**src/logic/esm_encoder_map.vh**
```
`ifndef ESM_ENCODER_MAP_VH
`define ESM_ENCODER_MAP_VH

// Register byte offsets
`define ESM_OFF_CTRL      8'h00
`define ESM_OFF_STAT      8'h04
`define ESM_OFF_REF_ROT   8'h08
`define ESM_OFF_REF_LIN   8'h0c
`define ESM_OFF_SPD_LIM   8'h10
`define ESM_OFF_SPD_CNT   8'h14
`define ESM_OFF_FAULT     8'h18
`define ESM_OFF_SER_LIVE  8'h1c
`define ESM_VAL_REGION    2'h1

// Reset values
`define ESM_RST_CTRL      3'h4
`define ESM_RST_REF       32'h0000_0800
`define ESM_RST_SPD_LIM   16'h0100
`define ESM_RST_SPD_CNT   8'h03

// Control fields
`define ESM_CTRL_LINEAR   0
`define ESM_CTRL_RESOLVER 1
`define ESM_CTRL_EN       2

// Alarm slots
`define ESM_AL_REF        0
`define ESM_AL_TEMP       1
`define ESM_AL_SER        2
`define ESM_AL_DET        3
`define ESM_AL_SIMP       4
`define ESM_AL_CD         5
`define ESM_AL_AB         6
`define ESM_AL_SPD        7
`define ESM_AL_CORR       8
`define ESM_NUM_AL        9

// Serial error word
`define ESM_SER_EXT_MASK  13'h1e1b
`define ESM_SER_TIMEOUT   2
`define ESM_SER_MODE      5
`define ESM_SER_LONG      8
`define ESM_MAX_FRAME     7'h40
`define ESM_MODE_MAX      3'h4
`define ESM_START_TO_MS   50
`define ESM_CLK_MHZ       100

// Encoder alarm words
`define ESM_SUPP_STD      16'h0000
`define ESM_SUPP_EXT      16'h0001
`define ESM_MASK_STD      16'h001f
`define ESM_MASK_EXT      16'h00ff

// Temperature in tenths of a degree (125.0 C)
`define ESM_TEMP_LIM      16'h04e2

// Track levels: nominal code and millivolt figures
`define ESM_CD_NOM        32'h0000_5333
`define ESM_CD_NOM_MV     32'h0000_01f4
`define ESM_CD_LO_MV      32'h0000_00e6
`define ESM_CD_HI_MV      32'h0000_02ee
`define ESM_AB_NOM        32'h0000_299a
`define ESM_AB_NOM_MV     32'h0000_01f4
`define ESM_AB_LO_MV      32'h0000_00e6
`define ESM_RES_NOM       32'h0000_3333
`define ESM_RES_NOM_MV    32'h0000_0b54
`define ESM_RES_LO_MV     32'h0000_0586

// Track correction limits (ratio in hundredths, phase in degrees, offset in mV)
`define ESM_RATIO_MIN     8'h4e
`define ESM_RATIO_MAX     8'h7f
`define ESM_PHASE_MIN     8'h54
`define ESM_PHASE_MAX     8'h60
`define ESM_OFF_LIM_P     16'h008c
`define ESM_OFF_LIM_N     16'hff74
`define ESM_DIG_OFFB      0
`define ESM_DIG_OFFA      4
`define ESM_DIG_AMP       8
`define ESM_DIG_PHASE     12
`define ESM_DIG_CUBIC     16
`define ESM_DIG_MIN       4'h1
`define ESM_DIG_MAX       4'h2

`endif

```
**src/logic/esm_encoder_signal_monitor.v**
```verilog
`timescale 1ns/100ps
`include "esm_encoder_map.vh"

module esm_encoder_signal_monitor #(
	parameter [22:0] START_TO_CYC = `ESM_START_TO_MS * 1000 * `ESM_CLK_MHZ
) (
	// Clock and reset
	input  wire        pclk,
	input  wire        presetn,
	// APB slave
	input  wire        psel,
	input  wire        penable,
	input  wire        pwrite,
	input  wire [7:0]  paddr,
	input  wire [31:0] pwdata,
	output wire [31:0] prdata,
	output wire        pready,
	output wire        pslverr,
	// Incremental position
	input  wire        ref_mark_pin,
	input  wire        inc_pulse,
	// Module temperature
	input  wire        temp_valid,
	input  wire [15:0] temp_tenths,
	// Serial link events
	input  wire [12:0] ser_evt,
	input  wire        ser_wait,
	input  wire        ser_start,
	input  wire        ser_bit,
	input  wire        ser_frame_end,
	input  wire        mode_cmd_valid,
	input  wire [2:0]  mode_cmd,
	// Encoder frame alarm content
	input  wire        frame_valid,
	input  wire [15:0] frame_supp,
	input  wire [15:0] frame_cause,
	input  wire        frame_fault,
	input  wire        frame_alarm,
	// Track levels
	input  wire        cd_valid,
	input  wire [15:0] track_c,
	input  wire [15:0] track_d,
	input  wire        ab_valid,
	input  wire [15:0] ab_amp,
	input  wire [15:0] ab_angle,
	// Speed samples
	input  wire        spd_sample,
	input  wire [15:0] spd_value,
	// Track correction state
	input  wire        corr_valid,
	input  wire [7:0]  corr_ratio,
	input  wire [7:0]  corr_phase,
	input  wire [15:0] corr_off_a,
	input  wire [15:0] corr_off_b,
	input  wire        cub_min,
	input  wire        cub_max,
	// Status
	output wire        cd_start_ok,
	output wire        alarm_active
);

	localparam integer CD_LO  = `ESM_CD_NOM * `ESM_CD_LO_MV / `ESM_CD_NOM_MV;
	localparam integer CD_HI  = `ESM_CD_NOM * `ESM_CD_HI_MV / `ESM_CD_NOM_MV;
	localparam integer AB_LO  = `ESM_AB_NOM * `ESM_AB_LO_MV / `ESM_AB_NOM_MV;
	localparam integer RES_LO = `ESM_RES_NOM * `ESM_RES_LO_MV / `ESM_RES_NOM_MV;
	localparam [32:0]  CD_LO_SQ = {1'b0, CD_LO * CD_LO};
	localparam [32:0]  CD_HI_SQ = {1'b0, CD_HI * CD_HI};
	localparam [15:0]  AB_LO_W  = AB_LO[15:0];
	localparam [15:0]  RES_LO_W = RES_LO[15:0];

	// Lowest pending slot, bit 4 flags that one exists
	function [4:0] esm_first;
		input [8:0] v;
		integer i;
		begin
			esm_first = 5'h00;
			for (i = 8; i >= 0; i = i - 1) begin
				if (v[i]) begin
					esm_first = {1'b1, i[3:0]};
				end
			end
		end
	endfunction

	// One correction digit
	function [3:0] esm_digit;
		input lo;
		input hi;
		begin
			esm_digit = hi ? `ESM_DIG_MAX : (lo ? `ESM_DIG_MIN : 4'h0);
		end
	endfunction

	// Bus state
	reg        pready_ff;
	reg        pslverr_ff;
	reg [31:0] prdata_ff;
	reg [2:0]  ctrl_ff;
	reg [31:0] ref_rot_ff;
	reg [31:0] ref_lin_ff;
	reg [15:0] spd_lim_ff;
	reg [7:0]  spd_cnt_cfg_ff;
	reg [31:0] fault_value_word_ff;
	reg [8:0]  flags_ff;
	reg        alarm_active_ff;

	// Monitor state
	reg [2:0]  ref_sync_ff;
	reg        ref_stable_ff;
	reg [31:0] inc_cnt_ff;
	reg [15:0] temp_ff;
	reg [12:0] ser_err_ff;
	reg [22:0] start_to_ff;
	reg [6:0]  bit_cnt_ff;
	reg        in_frame_ff;
	reg [31:0] det_ff;
	reg [1:0]  simp_ff;
	reg        cd_seen_ff;
	reg [15:0] cd_c_ff;
	reg [15:0] cd_d_ff;
	reg        cd_start_ok_ff;
	reg        ab_seen_ff;
	reg [15:0] ab_amp_ff;
	reg [15:0] ab_ang_ff;
	reg [15:0] spd_prev_ff;
	reg [15:0] spd_delta_ff;
	reg [7:0]  spd_run_ff;
	reg [19:0] corr_word_ff;

	wire        acc      = psel & penable;
	wire        wr_go    = acc & pwrite & pready_ff;
	wire        in_val   = (paddr[7:6] == `ESM_VAL_REGION);
	wire [31:0] ram_rd;
	wire [8:0]  clr      = (wr_go && paddr == `ESM_OFF_STAT) ? pwdata[8:0] : 9'h000;
	wire [31:0] ref_spc  = ctrl_ff[`ESM_CTRL_LINEAR] ? ref_lin_ff : ref_rot_ff;

	// Reference mark pin filter
	wire        ref_agree = (ref_sync_ff[1] == ref_sync_ff[2]);
	wire        ref_edge  = ref_agree & ref_sync_ff[2] & ~ref_stable_ff;

	// Travel limit is 1.5x spacing: compare 2*count against 3*spacing
	wire [33:0] ref_lim  = {2'b00, ref_spc} + {1'b0, ref_spc, 1'b0};
	wire        cond_ref = ({1'b0, inc_cnt_ff, 1'b0} > ref_lim);

	wire        cond_temp = (temp_ff > `ESM_TEMP_LIM);

	// Serial error word sources
	wire        to_hit    = ser_wait & ~ser_start & (start_to_ff == START_TO_CYC - 23'h00_0001);
	wire        mode_bad  = mode_cmd_valid & (mode_cmd > `ESM_MODE_MAX);
	wire        too_long  = in_frame_ff & ser_bit & (bit_cnt_ff == `ESM_MAX_FRAME);
	reg  [12:0] ser_new;
	always @* begin
		ser_new = ser_evt & `ESM_SER_EXT_MASK;
		ser_new[`ESM_SER_TIMEOUT] = to_hit;
		ser_new[`ESM_SER_MODE] = mode_bad;
		ser_new[`ESM_SER_LONG] = too_long;
	end
	wire        cond_ser = |ser_err_ff;

	// Detailed encoder alarm
	wire [15:0] det_mask = (frame_supp == `ESM_SUPP_STD) ? `ESM_MASK_STD :
	                       (frame_supp == `ESM_SUPP_EXT) ? `ESM_MASK_EXT : 16'h0000;
	wire [15:0] det_bits = frame_cause & det_mask;
	wire        det_new  = frame_valid & (|det_bits);
	wire        cond_det = |det_ff[15:0];
	wire [1:0]  simp_new = frame_valid ? {frame_alarm, frame_fault} : 2'b00;
	wire        cond_simp = |simp_ff;

	// C/D amplitude as sum of squares
	wire signed [31:0] c_sq   = $signed(cd_c_ff) * $signed(cd_c_ff);
	wire signed [31:0] d_sq   = $signed(cd_d_ff) * $signed(cd_d_ff);
	wire        [32:0] cd_sum = {1'b0, c_sq} + {1'b0, d_sq};
	wire        cd_out  = (cd_sum < CD_LO_SQ) | (cd_sum > CD_HI_SQ);
	wire        cond_cd = cd_seen_ff & cd_out;

	wire [15:0] ab_lo   = ctrl_ff[`ESM_CTRL_RESOLVER] ? RES_LO_W : AB_LO_W;
	wire        cond_ab = ab_seen_ff & (ab_amp_ff < ab_lo);

	// Speed change
	wire [15:0] spd_diff = spd_value - spd_prev_ff;
	wire [15:0] spd_abs  = spd_diff[15] ? (16'h0000 - spd_diff) : spd_diff;
	wire        cond_spd = (spd_cnt_cfg_ff != 8'h00) & (spd_run_ff >= spd_cnt_cfg_ff);

	// Correction limit word
	wire [19:0] corr_new;
	assign corr_new[`ESM_DIG_OFFB+3:`ESM_DIG_OFFB] = esm_digit(
		$signed(corr_off_b) <= $signed(`ESM_OFF_LIM_N), $signed(corr_off_b) >= $signed(`ESM_OFF_LIM_P));
	assign corr_new[`ESM_DIG_OFFA+3:`ESM_DIG_OFFA] = esm_digit(
		$signed(corr_off_a) <= $signed(`ESM_OFF_LIM_N), $signed(corr_off_a) >= $signed(`ESM_OFF_LIM_P));
	assign corr_new[`ESM_DIG_AMP+3:`ESM_DIG_AMP] = esm_digit(
		corr_ratio < `ESM_RATIO_MIN, corr_ratio > `ESM_RATIO_MAX);
	assign corr_new[`ESM_DIG_PHASE+3:`ESM_DIG_PHASE] = esm_digit(
		corr_phase < `ESM_PHASE_MIN, corr_phase > `ESM_PHASE_MAX);
	assign corr_new[`ESM_DIG_CUBIC+3:`ESM_DIG_CUBIC] = esm_digit(cub_min, cub_max);
	wire        cond_corr = |corr_word_ff;

	// Alarm values per slot
	wire [31:0] val [0:8];
	assign val[`ESM_AL_REF]  = inc_cnt_ff;
	assign val[`ESM_AL_TEMP] = {16'h0000, temp_ff};
	assign val[`ESM_AL_SER]  = {19'h0_0000, ser_err_ff};
	assign val[`ESM_AL_DET]  = det_ff;
	assign val[`ESM_AL_SIMP] = {30'h0000_0000, simp_ff};
	assign val[`ESM_AL_CD]   = {cd_d_ff, cd_c_ff};
	assign val[`ESM_AL_AB]   = {ab_ang_ff, ab_amp_ff};
	assign val[`ESM_AL_SPD]  = {16'h0000, spd_delta_ff};
	assign val[`ESM_AL_CORR] = {12'h000, corr_word_ff};

	wire [8:0]  cond = {cond_corr, cond_spd, cond_ab, cond_cd, cond_simp, cond_det, cond_ser, cond_temp, cond_ref};
	// Only slots whose flag is clear are written, so a shown value never changes under software
	wire [8:0]  pend = cond & ~flags_ff & {9{ctrl_ff[`ESM_CTRL_EN]}};
	wire [4:0]  pick = esm_first(pend);
	wire        wr_en = pick[4];
	wire [8:0]  set_oh = wr_en ? (9'h001 << pick[3:0]) : 9'h000;
	wire [8:0]  nxt_flags = (flags_ff & ~clr) | set_oh;

	esm_value_ram u_ram (
		.pclk    (pclk),
		.presetn (presetn),
		.wr_en   (wr_en),
		.wr_idx  (pick[3:0]),
		.wr_data (val[pick[3:0]]),
		.rd_idx  (paddr[5:2]),
		.rd_data (ram_rd)
	);

	// Read mux and decode
	reg [31:0] nxt_rdata;
	reg        rd_hit;
	reg        wr_hit;
	always @* begin
		nxt_rdata = 32'h0000_0000;
		rd_hit = 1'b1;
		wr_hit = 1'b0;
		case (paddr)
			`ESM_OFF_CTRL: begin
				nxt_rdata = {29'h0000_0000, ctrl_ff};
				wr_hit = 1'b1;
			end
			`ESM_OFF_STAT: begin
				nxt_rdata = {23'h00_0000, flags_ff};
				wr_hit = 1'b1;
			end
			`ESM_OFF_REF_ROT: begin
				nxt_rdata = ref_rot_ff;
				wr_hit = 1'b1;
			end
			`ESM_OFF_REF_LIN: begin
				nxt_rdata = ref_lin_ff;
				wr_hit = 1'b1;
			end
			`ESM_OFF_SPD_LIM: begin
				nxt_rdata = {16'h0000, spd_lim_ff};
				wr_hit = 1'b1;
			end
			`ESM_OFF_SPD_CNT: begin
				nxt_rdata = {24'h00_0000, spd_cnt_cfg_ff};
				wr_hit = 1'b1;
			end
			`ESM_OFF_FAULT: nxt_rdata = fault_value_word_ff;
			`ESM_OFF_SER_LIVE: nxt_rdata = {19'h0_0000, ser_err_ff};
			default: begin
				nxt_rdata = in_val ? ram_rd : 32'h0000_0000;
				rd_hit = in_val;
			end
		endcase
	end

	// APB slave: one wait state, answer in second access cycle
	always @(posedge pclk or negedge presetn) begin
		if (!presetn) begin
			pready_ff <= 1'b0;
			pslverr_ff <= 1'b0;
			prdata_ff <= 32'h0000_0000;
			ctrl_ff <= `ESM_RST_CTRL;
			ref_rot_ff <= `ESM_RST_REF;
			ref_lin_ff <= `ESM_RST_REF;
			spd_lim_ff <= `ESM_RST_SPD_LIM;
			spd_cnt_cfg_ff <= `ESM_RST_SPD_CNT;
		end else begin
			pready_ff <= acc & ~pready_ff;
			if (acc && !pready_ff) begin
				pslverr_ff <= pwrite ? ~wr_hit : ~rd_hit;
				prdata_ff <= pwrite ? 32'h0000_0000 : nxt_rdata;
			end else begin
				pslverr_ff <= 1'b0;
			end
			if (wr_go) begin
				case (paddr)
					`ESM_OFF_CTRL: ctrl_ff <= pwdata[2:0];
					`ESM_OFF_REF_ROT: ref_rot_ff <= pwdata;
					`ESM_OFF_REF_LIN: ref_lin_ff <= pwdata;
					`ESM_OFF_SPD_LIM: spd_lim_ff <= pwdata[15:0];
					`ESM_OFF_SPD_CNT: spd_cnt_cfg_ff <= pwdata[7:0];
					default: ;
				endcase
			end
		end
	end

	// Flags, held values and latched sources
	always @(posedge pclk or negedge presetn) begin
		if (!presetn) begin
			flags_ff <= 9'h000;
			alarm_active_ff <= 1'b0;
			fault_value_word_ff <= 32'h0000_0000;
			ser_err_ff <= 13'h0000;
			det_ff <= 32'h0000_0000;
			simp_ff <= 2'b00;
		end else begin
			flags_ff <= nxt_flags;
			alarm_active_ff <= |nxt_flags;
			if (set_oh[`ESM_AL_TEMP]) begin
				fault_value_word_ff <= val[`ESM_AL_TEMP];
			end
			// New events beat a same-cycle acknowledge
			ser_err_ff <= (clr[`ESM_AL_SER] ? 13'h0000 : ser_err_ff) | ser_new;
			simp_ff <= (clr[`ESM_AL_SIMP] ? 2'b00 : simp_ff) | simp_new;
			if (det_new) begin
				det_ff <= {frame_supp, det_bits};
			end else if (clr[`ESM_AL_DET]) begin
				det_ff <= 32'h0000_0000;
			end
		end
	end

	// Monitors
	always @(posedge pclk or negedge presetn) begin
		if (!presetn) begin
			ref_sync_ff <= 3'h0;
			ref_stable_ff <= 1'b0;
			inc_cnt_ff <= 32'h0000_0000;
			temp_ff <= 16'h0000;
			start_to_ff <= 23'h00_0000;
			bit_cnt_ff <= 7'h00;
			in_frame_ff <= 1'b0;
			cd_seen_ff <= 1'b0;
			cd_c_ff <= 16'h0000;
			cd_d_ff <= 16'h0000;
			cd_start_ok_ff <= 1'b0;
			ab_seen_ff <= 1'b0;
			ab_amp_ff <= 16'h0000;
			ab_ang_ff <= 16'h0000;
			spd_prev_ff <= 16'h0000;
			spd_delta_ff <= 16'h0000;
			spd_run_ff <= 8'h00;
			corr_word_ff <= 20'h0_0000;
		end else begin
			ref_sync_ff <= {ref_sync_ff[1:0], ref_mark_pin};
			if (ref_agree) begin
				ref_stable_ff <= ref_sync_ff[2];
			end
			if (ref_edge) begin
				inc_cnt_ff <= 32'h0000_0000;
			end else if (inc_pulse && inc_cnt_ff != 32'hffff_ffff) begin
				inc_cnt_ff <= inc_cnt_ff + 32'h0000_0001;
			end
			if (temp_valid) begin
				temp_ff <= temp_tenths;
			end
			if (!ser_wait || ser_start) begin
				start_to_ff <= 23'h00_0000;
			end else if (start_to_ff != START_TO_CYC) begin
				start_to_ff <= start_to_ff + 23'h00_0001;
			end
			if (ser_start) begin
				in_frame_ff <= 1'b1;
				bit_cnt_ff <= 7'h00;
			end else if (ser_frame_end) begin
				in_frame_ff <= 1'b0;
			end else if (in_frame_ff && ser_bit && bit_cnt_ff != `ESM_MAX_FRAME) begin
				bit_cnt_ff <= bit_cnt_ff + 7'h01;
			end
			if (cd_valid) begin
				cd_seen_ff <= 1'b1;
				cd_c_ff <= track_c;
				cd_d_ff <= track_d;
			end
			cd_start_ok_ff <= cd_seen_ff & ~cd_out;
			if (ab_valid) begin
				ab_seen_ff <= 1'b1;
				ab_amp_ff <= ab_amp;
				ab_ang_ff <= ab_angle;
			end
			if (spd_sample) begin
				spd_prev_ff <= spd_value;
				spd_delta_ff <= spd_abs;
				if (spd_abs > spd_lim_ff) begin
					if (spd_run_ff != 8'hff) begin
						spd_run_ff <= spd_run_ff + 8'h01;
					end
				end else begin
					spd_run_ff <= 8'h00;
				end
			end
			if (corr_valid) begin
				corr_word_ff <= corr_new;
			end
		end
	end

	assign prdata       = prdata_ff;
	assign pready       = pready_ff;
	assign pslverr      = pslverr_ff;
	assign cd_start_ok  = cd_start_ok_ff;
	assign alarm_active = alarm_active_ff;

endmodule

```
**src/logic/esm_value_ram.v**
```verilog
`timescale 1ns/100ps
`include "esm_encoder_map.vh"

module esm_value_ram (
	// Clock and reset
	input  wire        pclk,
	input  wire        presetn,
	// Write port
	input  wire        wr_en,
	input  wire [3:0]  wr_idx,
	input  wire [31:0] wr_data,
	// Read port
	input  wire [3:0]  rd_idx,
	output wire [31:0] rd_data
);

	reg [31:0] mem_ff [0:15];
	reg [31:0] rd_data_ff;

	always @(posedge pclk) begin
		if (wr_en) begin
			mem_ff[wr_idx] <= wr_data;
		end
	end

	always @(posedge pclk or negedge presetn) begin
		if (!presetn) begin
			rd_data_ff <= 32'h0000_0000;
		end else begin
			rd_data_ff <= mem_ff[rd_idx];
		end
	end

	assign rd_data = rd_data_ff;

endmodule
```
**config.mk**
```make
export PLATFORM = sky130hd
export DESIGN_NAME = esm_encoder_signal_monitor
export DESIGN_NICKNAME = d
export VERILOG_FILES = /design/src/logic/esm_encoder_signal_monitor.v /design/src/logic/esm_value_ram.v
export VERILOG_INCLUDE_DIRS = /design/src /design/src/logic
export SDC_FILE = /design/constraint.sdc
export NUM_CORES = 2
export LEC_CHECK = 0
export ABC_AREA = 0
export BUFFER_PORTS_ARGS = -buffer_cell sky130_fd_sc_hd__buf_4
export CAP_MARGIN = 40
export CORE_ASPECT_RATIO = 1.75
export CORE_MARGIN = 3
export CORE_UTILIZATION = 44
export DETAILED_ROUTE_END_ITERATION = 16
export GPL_ROUTABILITY_DRIVEN = 0
export SLEW_MARGIN = 20
export SYNTH_ARGS = -nofsm -noshare
export SYNTH_HDL_FRONTEND = slang
export SYNTH_HIERARCHICAL = 1
export SYNTH_SLANG_ARGS = --single-unit
```
**constraint.sdc**
```tcl
create_clock -name pclk -period 18.7 [get_ports pclk]
set_input_delay 0.935 -clock pclk [delete_from_list [all_inputs] [get_ports pclk]]
set_output_delay 0.935 -clock pclk [all_outputs]
set_load 0.05 [all_outputs]
```
Word level (Yosys, flattened, before mapping)
Memory sizes are Yosys's and may differ from the RTL's. A register that Yosys moved wholly into a read port is not among the register bits.
Index checks and enable logic that the tools add are counted.
{ "classes": {"n_reduce_logical": 32, "n_shift": 1, "n_mux": 54, "add_sub_neg": 8, "bitwise_logic": 33, "n_lt_le_gt_ge": 17, "n_mul": 2, "n_eq_ne": 18} }
{ "ops": {"columns": ["operator", "count"], "rows": [
  ["$mux 32", 9],
  ["$pmux 32 s8", 1],
  ["$bmux 32 s4", 1],
  ["$mul 16x16->32", 2],
  ["$mux 23", 2],
  ["$mux 5", 9],
  ["$add 32x33->34", 1],
  ["$gt 33x34->1", 1],
  ["$add 32x32->33", 1],
  ["$gt 33x30->1 const B", 1],
  ["$lt 33x27->1 const B", 1],
  ["$add 32x1->32 const B", 1],
  ["$eq 8x5->1 const B", 4],
  ["$ge 16x9->1 const B", 2],
  ["$le 16x9->1 const B", 2],
  ["$mux 8", 4],
  ["$ne 32x32->1 const B", 1],
  ["$reduce_or 16->1", 2],
  ["$and 9x9->9", 3],
  ["$add 23x1->23 const B", 1],
  ["$eq 23x23->1 const B", 1],
  ["$ne 23x23->1 const B", 1],
  ["$mux 7", 3],
  ["$reduce_or 20->1", 1],
  ["other kinds (51)", 110]
]} }
{ "word_totals": {"input_bits": 254, "ramBits": 512, "elab_cells": 198, "reg_bits": 408, "out_inout_bits": 36, "memories": 1} }
{ "mem_list": {"columns": ["name", "depth", "width", "read_ports", "rd_ports_with_merged_regs", "write_ports", "line", "text"], "rows": [
  ["u_ram.mem_ff", 16, 32, 1, 1, 1, "esm_value_ram.v:17", "reg [31:0] mem_ff [0:15];"]
]} }

Depth between registers and ports, before layout
{ "logic_depth": {"depth_word": 20, "depth_mapped": 46} }

Hierarchy
The synthesis kept the hierarchy.
{ "by_module_without_submodules": {"columns": ["mod", "n_inst", "seq_area_each_um2", "area_per_inst_um2", "cells_each"], "rows": [
  ["esm_encoder_signal_monitor", 1, 9716.8, 41913.9, 4392],
  ["esm_value_ram", 1, 16175.5, 19996.7, 838]
]} }

Least setup slack after synthesis
No wires, ideal clock.
{ "synth_timing": {"path_kind": "reg2reg", "startpoint": "register cd_c_ff[4]", "endpoint": "memory u_ram.mem_ff[0][0], enable pin", "path_stages_with_launch": 38, "arrival_time_ns": 11.531, "path_buffers": 4, "path_slack_ns": 6.708, "required_time_ns": 18.239, "cell_sequence": "dfrtp_1 -> clkbuf_1 -> clkbuf_1 -> nand2_1 -> fa_1 -> fa_1 -> fa_1 -> inv_1 -> fa_1 -> fa_1 -> inv_1 -> fa_1 -> inv_1 -> ha_1 -> or3_1 -> a311o_1 -> o311ai_0 -> nor2b_1 -> [... 2 more ...] -> nor2_1 -> ha_1 -> clkbuf_1 -> and4_1 -> and2_1 -> a221oi_2 -> and2_1 -> xor2_1 -> nor4b_1 -> or4b_1 -> o21ai_1 -> a2bb2oi_2 -> o31ai_4 -> a31o_2 -> buf_2 -> inv_1 -> or3b_2 -> nor3_1"} }
{ "synth_rtl": {"columns": ["item", "line", "text"], "rows": [
  ["start: declaration", "esm_encoder_signal_monitor.v:119", "reg [15:0] cd_c_ff;"],
  ["start signal: assignment", "esm_encoder_signal_monitor.v:376", "cd_c_ff <= track_c;"],
  ["$mul 16x16->32 *", "esm_encoder_signal_monitor.v:170", "wire signed [31:0] c_sq = $signed(cd_c_ff) * $signed(cd_c_ff);"],
  ["$add 32x32->33 *", "esm_encoder_signal_monitor.v:172", "wire [32:0] cd_sum = {1'b0, c_sq} + {1'b0, d_sq};"],
  ["$lt 33x27->1 / $gt 33x30->1 (equally long branches)", "esm_encoder_signal_monitor.v:173", "wire cd_out = (cd_sum < CD_LO_SQ) | (cd_sum > CD_HI_SQ);"],
  ["$or 1x1->1 *", "esm_encoder_signal_monitor.v:173", null],
  ["$and 1x1->1 *", "esm_encoder_signal_monitor.v:174", "wire cond_cd = cd_seen_ff & cd_out;"],
  ["$and 9x9->9 * (2 in a row)", "esm_encoder_signal_monitor.v:211", "wire [8:0] pend = cond & ~flags_ff & {9{ctrl_ff[`ESM_CTRL_EN]}};"],
  ["$mux 5 * (6 in a row)", "esm_encoder_signal_monitor.v:78", "if (v[i]) begin"],
  ["via pick[2]", "esm_encoder_signal_monitor.v:212", "wire [4:0] pick = esm_first(pend);"],
  ["end: declaration", "esm_value_ram.v:17", null]
]} }
Mark *: on every way through the listed nets, which the timed path passes. The rest lies on a longest branch.

Worst setup path in the final report
{ "layout_timing": {"startpoint": "register cd_c_ff[1]", "endpoint": "memory u_ram.mem_ff[10][25], enable pin"} }
Same word-level chain as after synthesis.

==> results.json <==
{
  "final_min_period_over_clock_period_pct": 70.3,
  "startpoint_types": "flip-flop",
  "n_fill_cell": 12400,
  "worst_slew_margin_rel_pct": 40.3,
  "worst_pin_slew_ps": 889,
  "yosysUniqueCellTypes": 94,
  "synth_seq_area_share_pct": 41.8,
  "via_per_inst": 5.67,
  "clk_pin_slew_ps": 60,
  "maxSlewViolCount": 0,
  "ys_dominant_reg_cell": "sky130_fd_sc_hd__edfxtp_1",
  "cts_tree": "yes",
  "cts.root.buffer_cell": "sky130_fd_sc_hd__clkbuf_16",
  "synth.top_cells.by_area": "sky130_fd_sc_hd__edfxtp_1 25%, sky130_fd_sc_hd__dfrtp_1 17%, sky130_fd_sc_hd__fa_1 15%, sky130_fd_sc_hd__ha_1 6.6%, sky130_fd_sc_hd__mux4_2 4.7%",
  "synthArstFlopShare_pct": 45.1,
  "synthSimpleGateAreaFrac_pct": 8.76,
  "drive_above_1_share_pct": 16.8,
  "critical_path.most_common_cell": "sky130_fd_sc_hd__fa_1",
  "die_width_um": 290,
  "insertion_delay_ps": 700,
  "timing.setup.critical_path_class": "flip-flop to flip-flop",
  "postLayoutCoreUtil_pct": 50.0,
  "first_global_vias": 44100,
  "postSynthAreaPerCell_um2": 11.8,
  "cts_hold_buf": 0,
  "avgRoutedWirePerCell_um": 24.0,
  "final_wirelength_um": 178000,
  "synth_cells": 5230,
  "fin_worst_hold_slack_ps": 309,
  "setup.worst_path.end_class": "flip-flop",
  "placeableCoreArea_um2": 139000,
  "synthDominantCellAreaShare_pct": 24.8,
  "worstPathMaxFanout": 23,
  "clkSinkCount": 932,
  "ff_latch_area_um2": 25900,
  "synth_enable_flop_cells": 512,
  "cts-htree-levels": 3,
  "synthAdderAreaFrac_pct": 22.0,
  "cp_data_arrival_time_ps": 13480,
  "yosys.area.top_type": "sky130_fd_sc_hd__edfxtp_1",
  "synth-xor-area-share_pct": 2.90,
  "synth_mux_area_share_pct": 9.74,
  "drtIter0Drc": 3055,
  "num-nets-final": 6560,
  "number_of_antenna_violations_at_the_first_check_in_global_routing": 9,
  "io-pin-count": 290,
  "ant_nets": 0,
  "grt_start_max_net_pins": 102,
  "status": "finished, final reports clean",
  "final.setup.tns_ps": 0,
  "fmax_mhz": 76.0,
  "finalHoldViolCount": 0,
  "first_pass_grt_wire_length_um": 268000,
  "yosys_warns": 6,
  "floorplan_die_height_um": 502,
  "synth.most_common_cell": "sky130_fd_sc_hd__inv_1",
  "synth-compound-area-share_pct": 8.88,
  "overflow": 0,
  "numPortBuffers": 275,
  "clock_skews_ps": 26.1,
  "mappedNetlistNets": 6286,
  "dominant_combinational_cell_family_by_area_after_synthesis": "adder cells",
  "post_cts.resized_instances": 0,
  "routed_via_count": 42100,
  "cts.path.max_buffers": 3,
  "synth_top_cells_by_count": "759 x sky130_fd_sc_hd__inv_1, 512 x sky130_fd_sc_hd__edfxtp_1, 477 x sky130_fd_sc_hd__fa_1, 414 x sky130_fd_sc_hd__dfrtp_1, 383 x sky130_fd_sc_hd__nand2_1",
  "max_cap_viol_count": 0,
  "finalSetupViolCount": 0,
  "global_route.usage.total_pct": 24.7,
  "slowest_delay_ps": 800,
  "cp_max_delay_cell": "sky130_fd_sc_hd__dfrtp_1",
  "relative_area_change_from_synthesis_to_final_layout_pct": 12.6,
  "dr.pass1.iters": 6,
  "classification_of_the_worst_slack_hold_path": "primary input to asynchronous set/reset pin",
  "total_die_area_um2": 145000,
  "area_used_by_multi_input_combinational_logic_um2": 32500,
  "grt_setup_unrepaired": "false",
  "post_synth_instance_area_um2": 61900,
  "cts-buffers-inserted": 94,
  "synth_seq_cells": 932,
  "place.detailed.hpwl_um": 130000,
  "timing.final.crit_period_ps": 13160,
  "floorplan.initialDensity_pct": 44.5,
  "rows": 181,
  "post_cts_setup_driven_buffer_insertion_count": 0,
  "remaining_drc_errors": 0,
  "required_time_at_the_endpoint_of_the_critical_path_ps": 19020
}
[metrics by stage]
| stage | instances | worst slack (ps) | instance area [µm²] |
|---|---|---|---|
| floorplan | 5230 | 6710 | 61900 |
| global placement | 7224 | 5560 | 66300 |
| detailed placement | 7233 | 5560 | 66400 |
| CTS | 7411 | 5500 | 69600 |
| global route | 7421 | 4860 | 69700 |
| finish | 7422 | 5540 | 69700 |
[final timing paths]
| kind | from | end | slack (ps) | cells past startpoint |
|---|---|---|---|---|
| max in group asynchronous | presetn | cd_d_ff[14]$_DFFE_PN0P_ | 16860 | 4 |
| max reg2reg | cd_c_ff[1]$_DFFE_PN0P_ | u_ram/mem_ff[10][25]$_DFFE_PP_ | 5540 | 35 |
| min in group pclk | ref_mark_pin | ref_sync_ff[0]$_DFF_PN0_ | 360 | 1 |
| max | cd_c_ff[1]$_DFFE_PN0P_ | u_ram/mem_ff[10][25]$_DFFE_PP_ | 5540 | 35 |
| min | presetn | start_to_ff[4]$_DFFE_PN0P_ | 310 | 1 |
| min reg2reg | ref_sync_ff[0]$_DFF_PN0_ | ref_sync_ff[1]$_DFF_PN0_ | 370 | 0 |
[final cells by class]
| class | count | share of cell area [%] |
|---|---|---|
| Clock inverter | 33 | 0.594 |
| Timing Repair Buffer | 371 | 4.24 |
| Antenna cell | 6 | 0.0215 |
| Sequential cell | 932 | 37.2 |
| Tap cell | 1830 | 3.29 |
| Clock buffer | 145 | 3.91 |
| Multi-Input combinational cell | 3340 | 46.7 |
| Inverter | 765 | 4.12 |
[cells in the final DEF, fill, tap and decap left out, types with 28 or more instances in the layout]
cell,synthesis,final
sky130_fd_sc_hd__nand2b_1,33,33
sky130_fd_sc_hd__dfrtp_1,414,414
sky130_fd_sc_hd__clkbuf_16,0,96
sky130_fd_sc_hd__ha_1,325,325
sky130_fd_sc_hd__nor2_1,275,261
sky130_fd_sc_hd__nand4_1,32,32
sky130_fd_sc_hd__mux4_2,128,128
sky130_fd_sc_hd__mux2i_1,51,51
sky130_fd_sc_hd__mux2_2,234,234
sky130_fd_sc_hd__xor2_1,87,87
sky130_fd_sc_hd__a22o_1,33,33
sky130_fd_sc_hd__nor3_1,50,45
sky130_fd_sc_hd__and3_1,36,36
sky130_fd_sc_hd__a21o_1,75,75
sky130_fd_sc_hd__inv_1,759,759
sky130_fd_sc_hd__and2_1,105,105
sky130_fd_sc_hd__a22oi_1,91,91
sky130_fd_sc_hd__nand3_1,69,69
sky130_fd_sc_hd__nand2_1,383,383
sky130_fd_sc_hd__o21ai_0,146,146
sky130_fd_sc_hd__edfxtp_1,512,512
sky130_fd_sc_hd__o211ai_1,28,28
sky130_fd_sc_hd__buf_4,9,359
sky130_fd_sc_hd__xnor2_1,118,118
sky130_fd_sc_hd__clkbuf_1,143,35
sky130_fd_sc_hd__fa_1,477,477
sky130_fd_sc_hd__a21oi_1,154,153
[sequential cells by signal, indices dropped and copies added, names as in the netlist, 7 cells and up]
name	count
inc_cnt_ff	32
spd_lim_ff	16
flags_ff	9
start_to_ff	23
bit_cnt_ff	7
temp_ff	16
spd_run_ff	8
ab_amp_ff	16
ab_ang_ff	16
cd_c_ff	16
u_ram/rd_data	32
ser_err_ff	11
spd_delta_ff	16
spd_prev_ff	16
ref_rot_ff	32
det_ff	24
fault_value_word_ff	16
corr_word_ff	10
ref_lin_ff	32
u_ram/mem_ff	512
spd_cnt_cfg_ff	8
cd_d_ff	16
prdata	32
[critical path: cells and delay by family (launching register included)]
family	cells	cell delay, ps
adders and majority gates	8	3650
xor gates and xnor gates	1	250
and+or+nand+nor	8	2910
DFF	1	800
buffers and inverters	7	1950
AOI/OAI and AO/OA	11	3160
[per-layer routing]
layer | vias up | wire, µm | GRT usage (%)
li1 | 18700 | - | -
met1 | 21600 | 67000 | 30.0
met2 | 1388 | 91000 | 43.4
met3 | 359 | 10500 | 3.10
met4 | 2 | 9400 | 11.8
met5 | - | 8 | 0
[kinds of logic (layout without fill, tap and decap cells)]
family / Yosys count / count (layout)
and+or+nand+nor: 1131 / 1131
buffers and inverters: 958 / 1314
DFF: 932 / 932
adders and majority gates: 802 / 802
AOI/OAI and AO/OA: 789 / 789
muxes: 413 / 413
xor gates and xnor gates: 205 / 205
other: 0 / 6
Power is left out: the tool's default activity adds up to more than one toggle a clock period on the data nets, which glitch-free logic cannot reach.
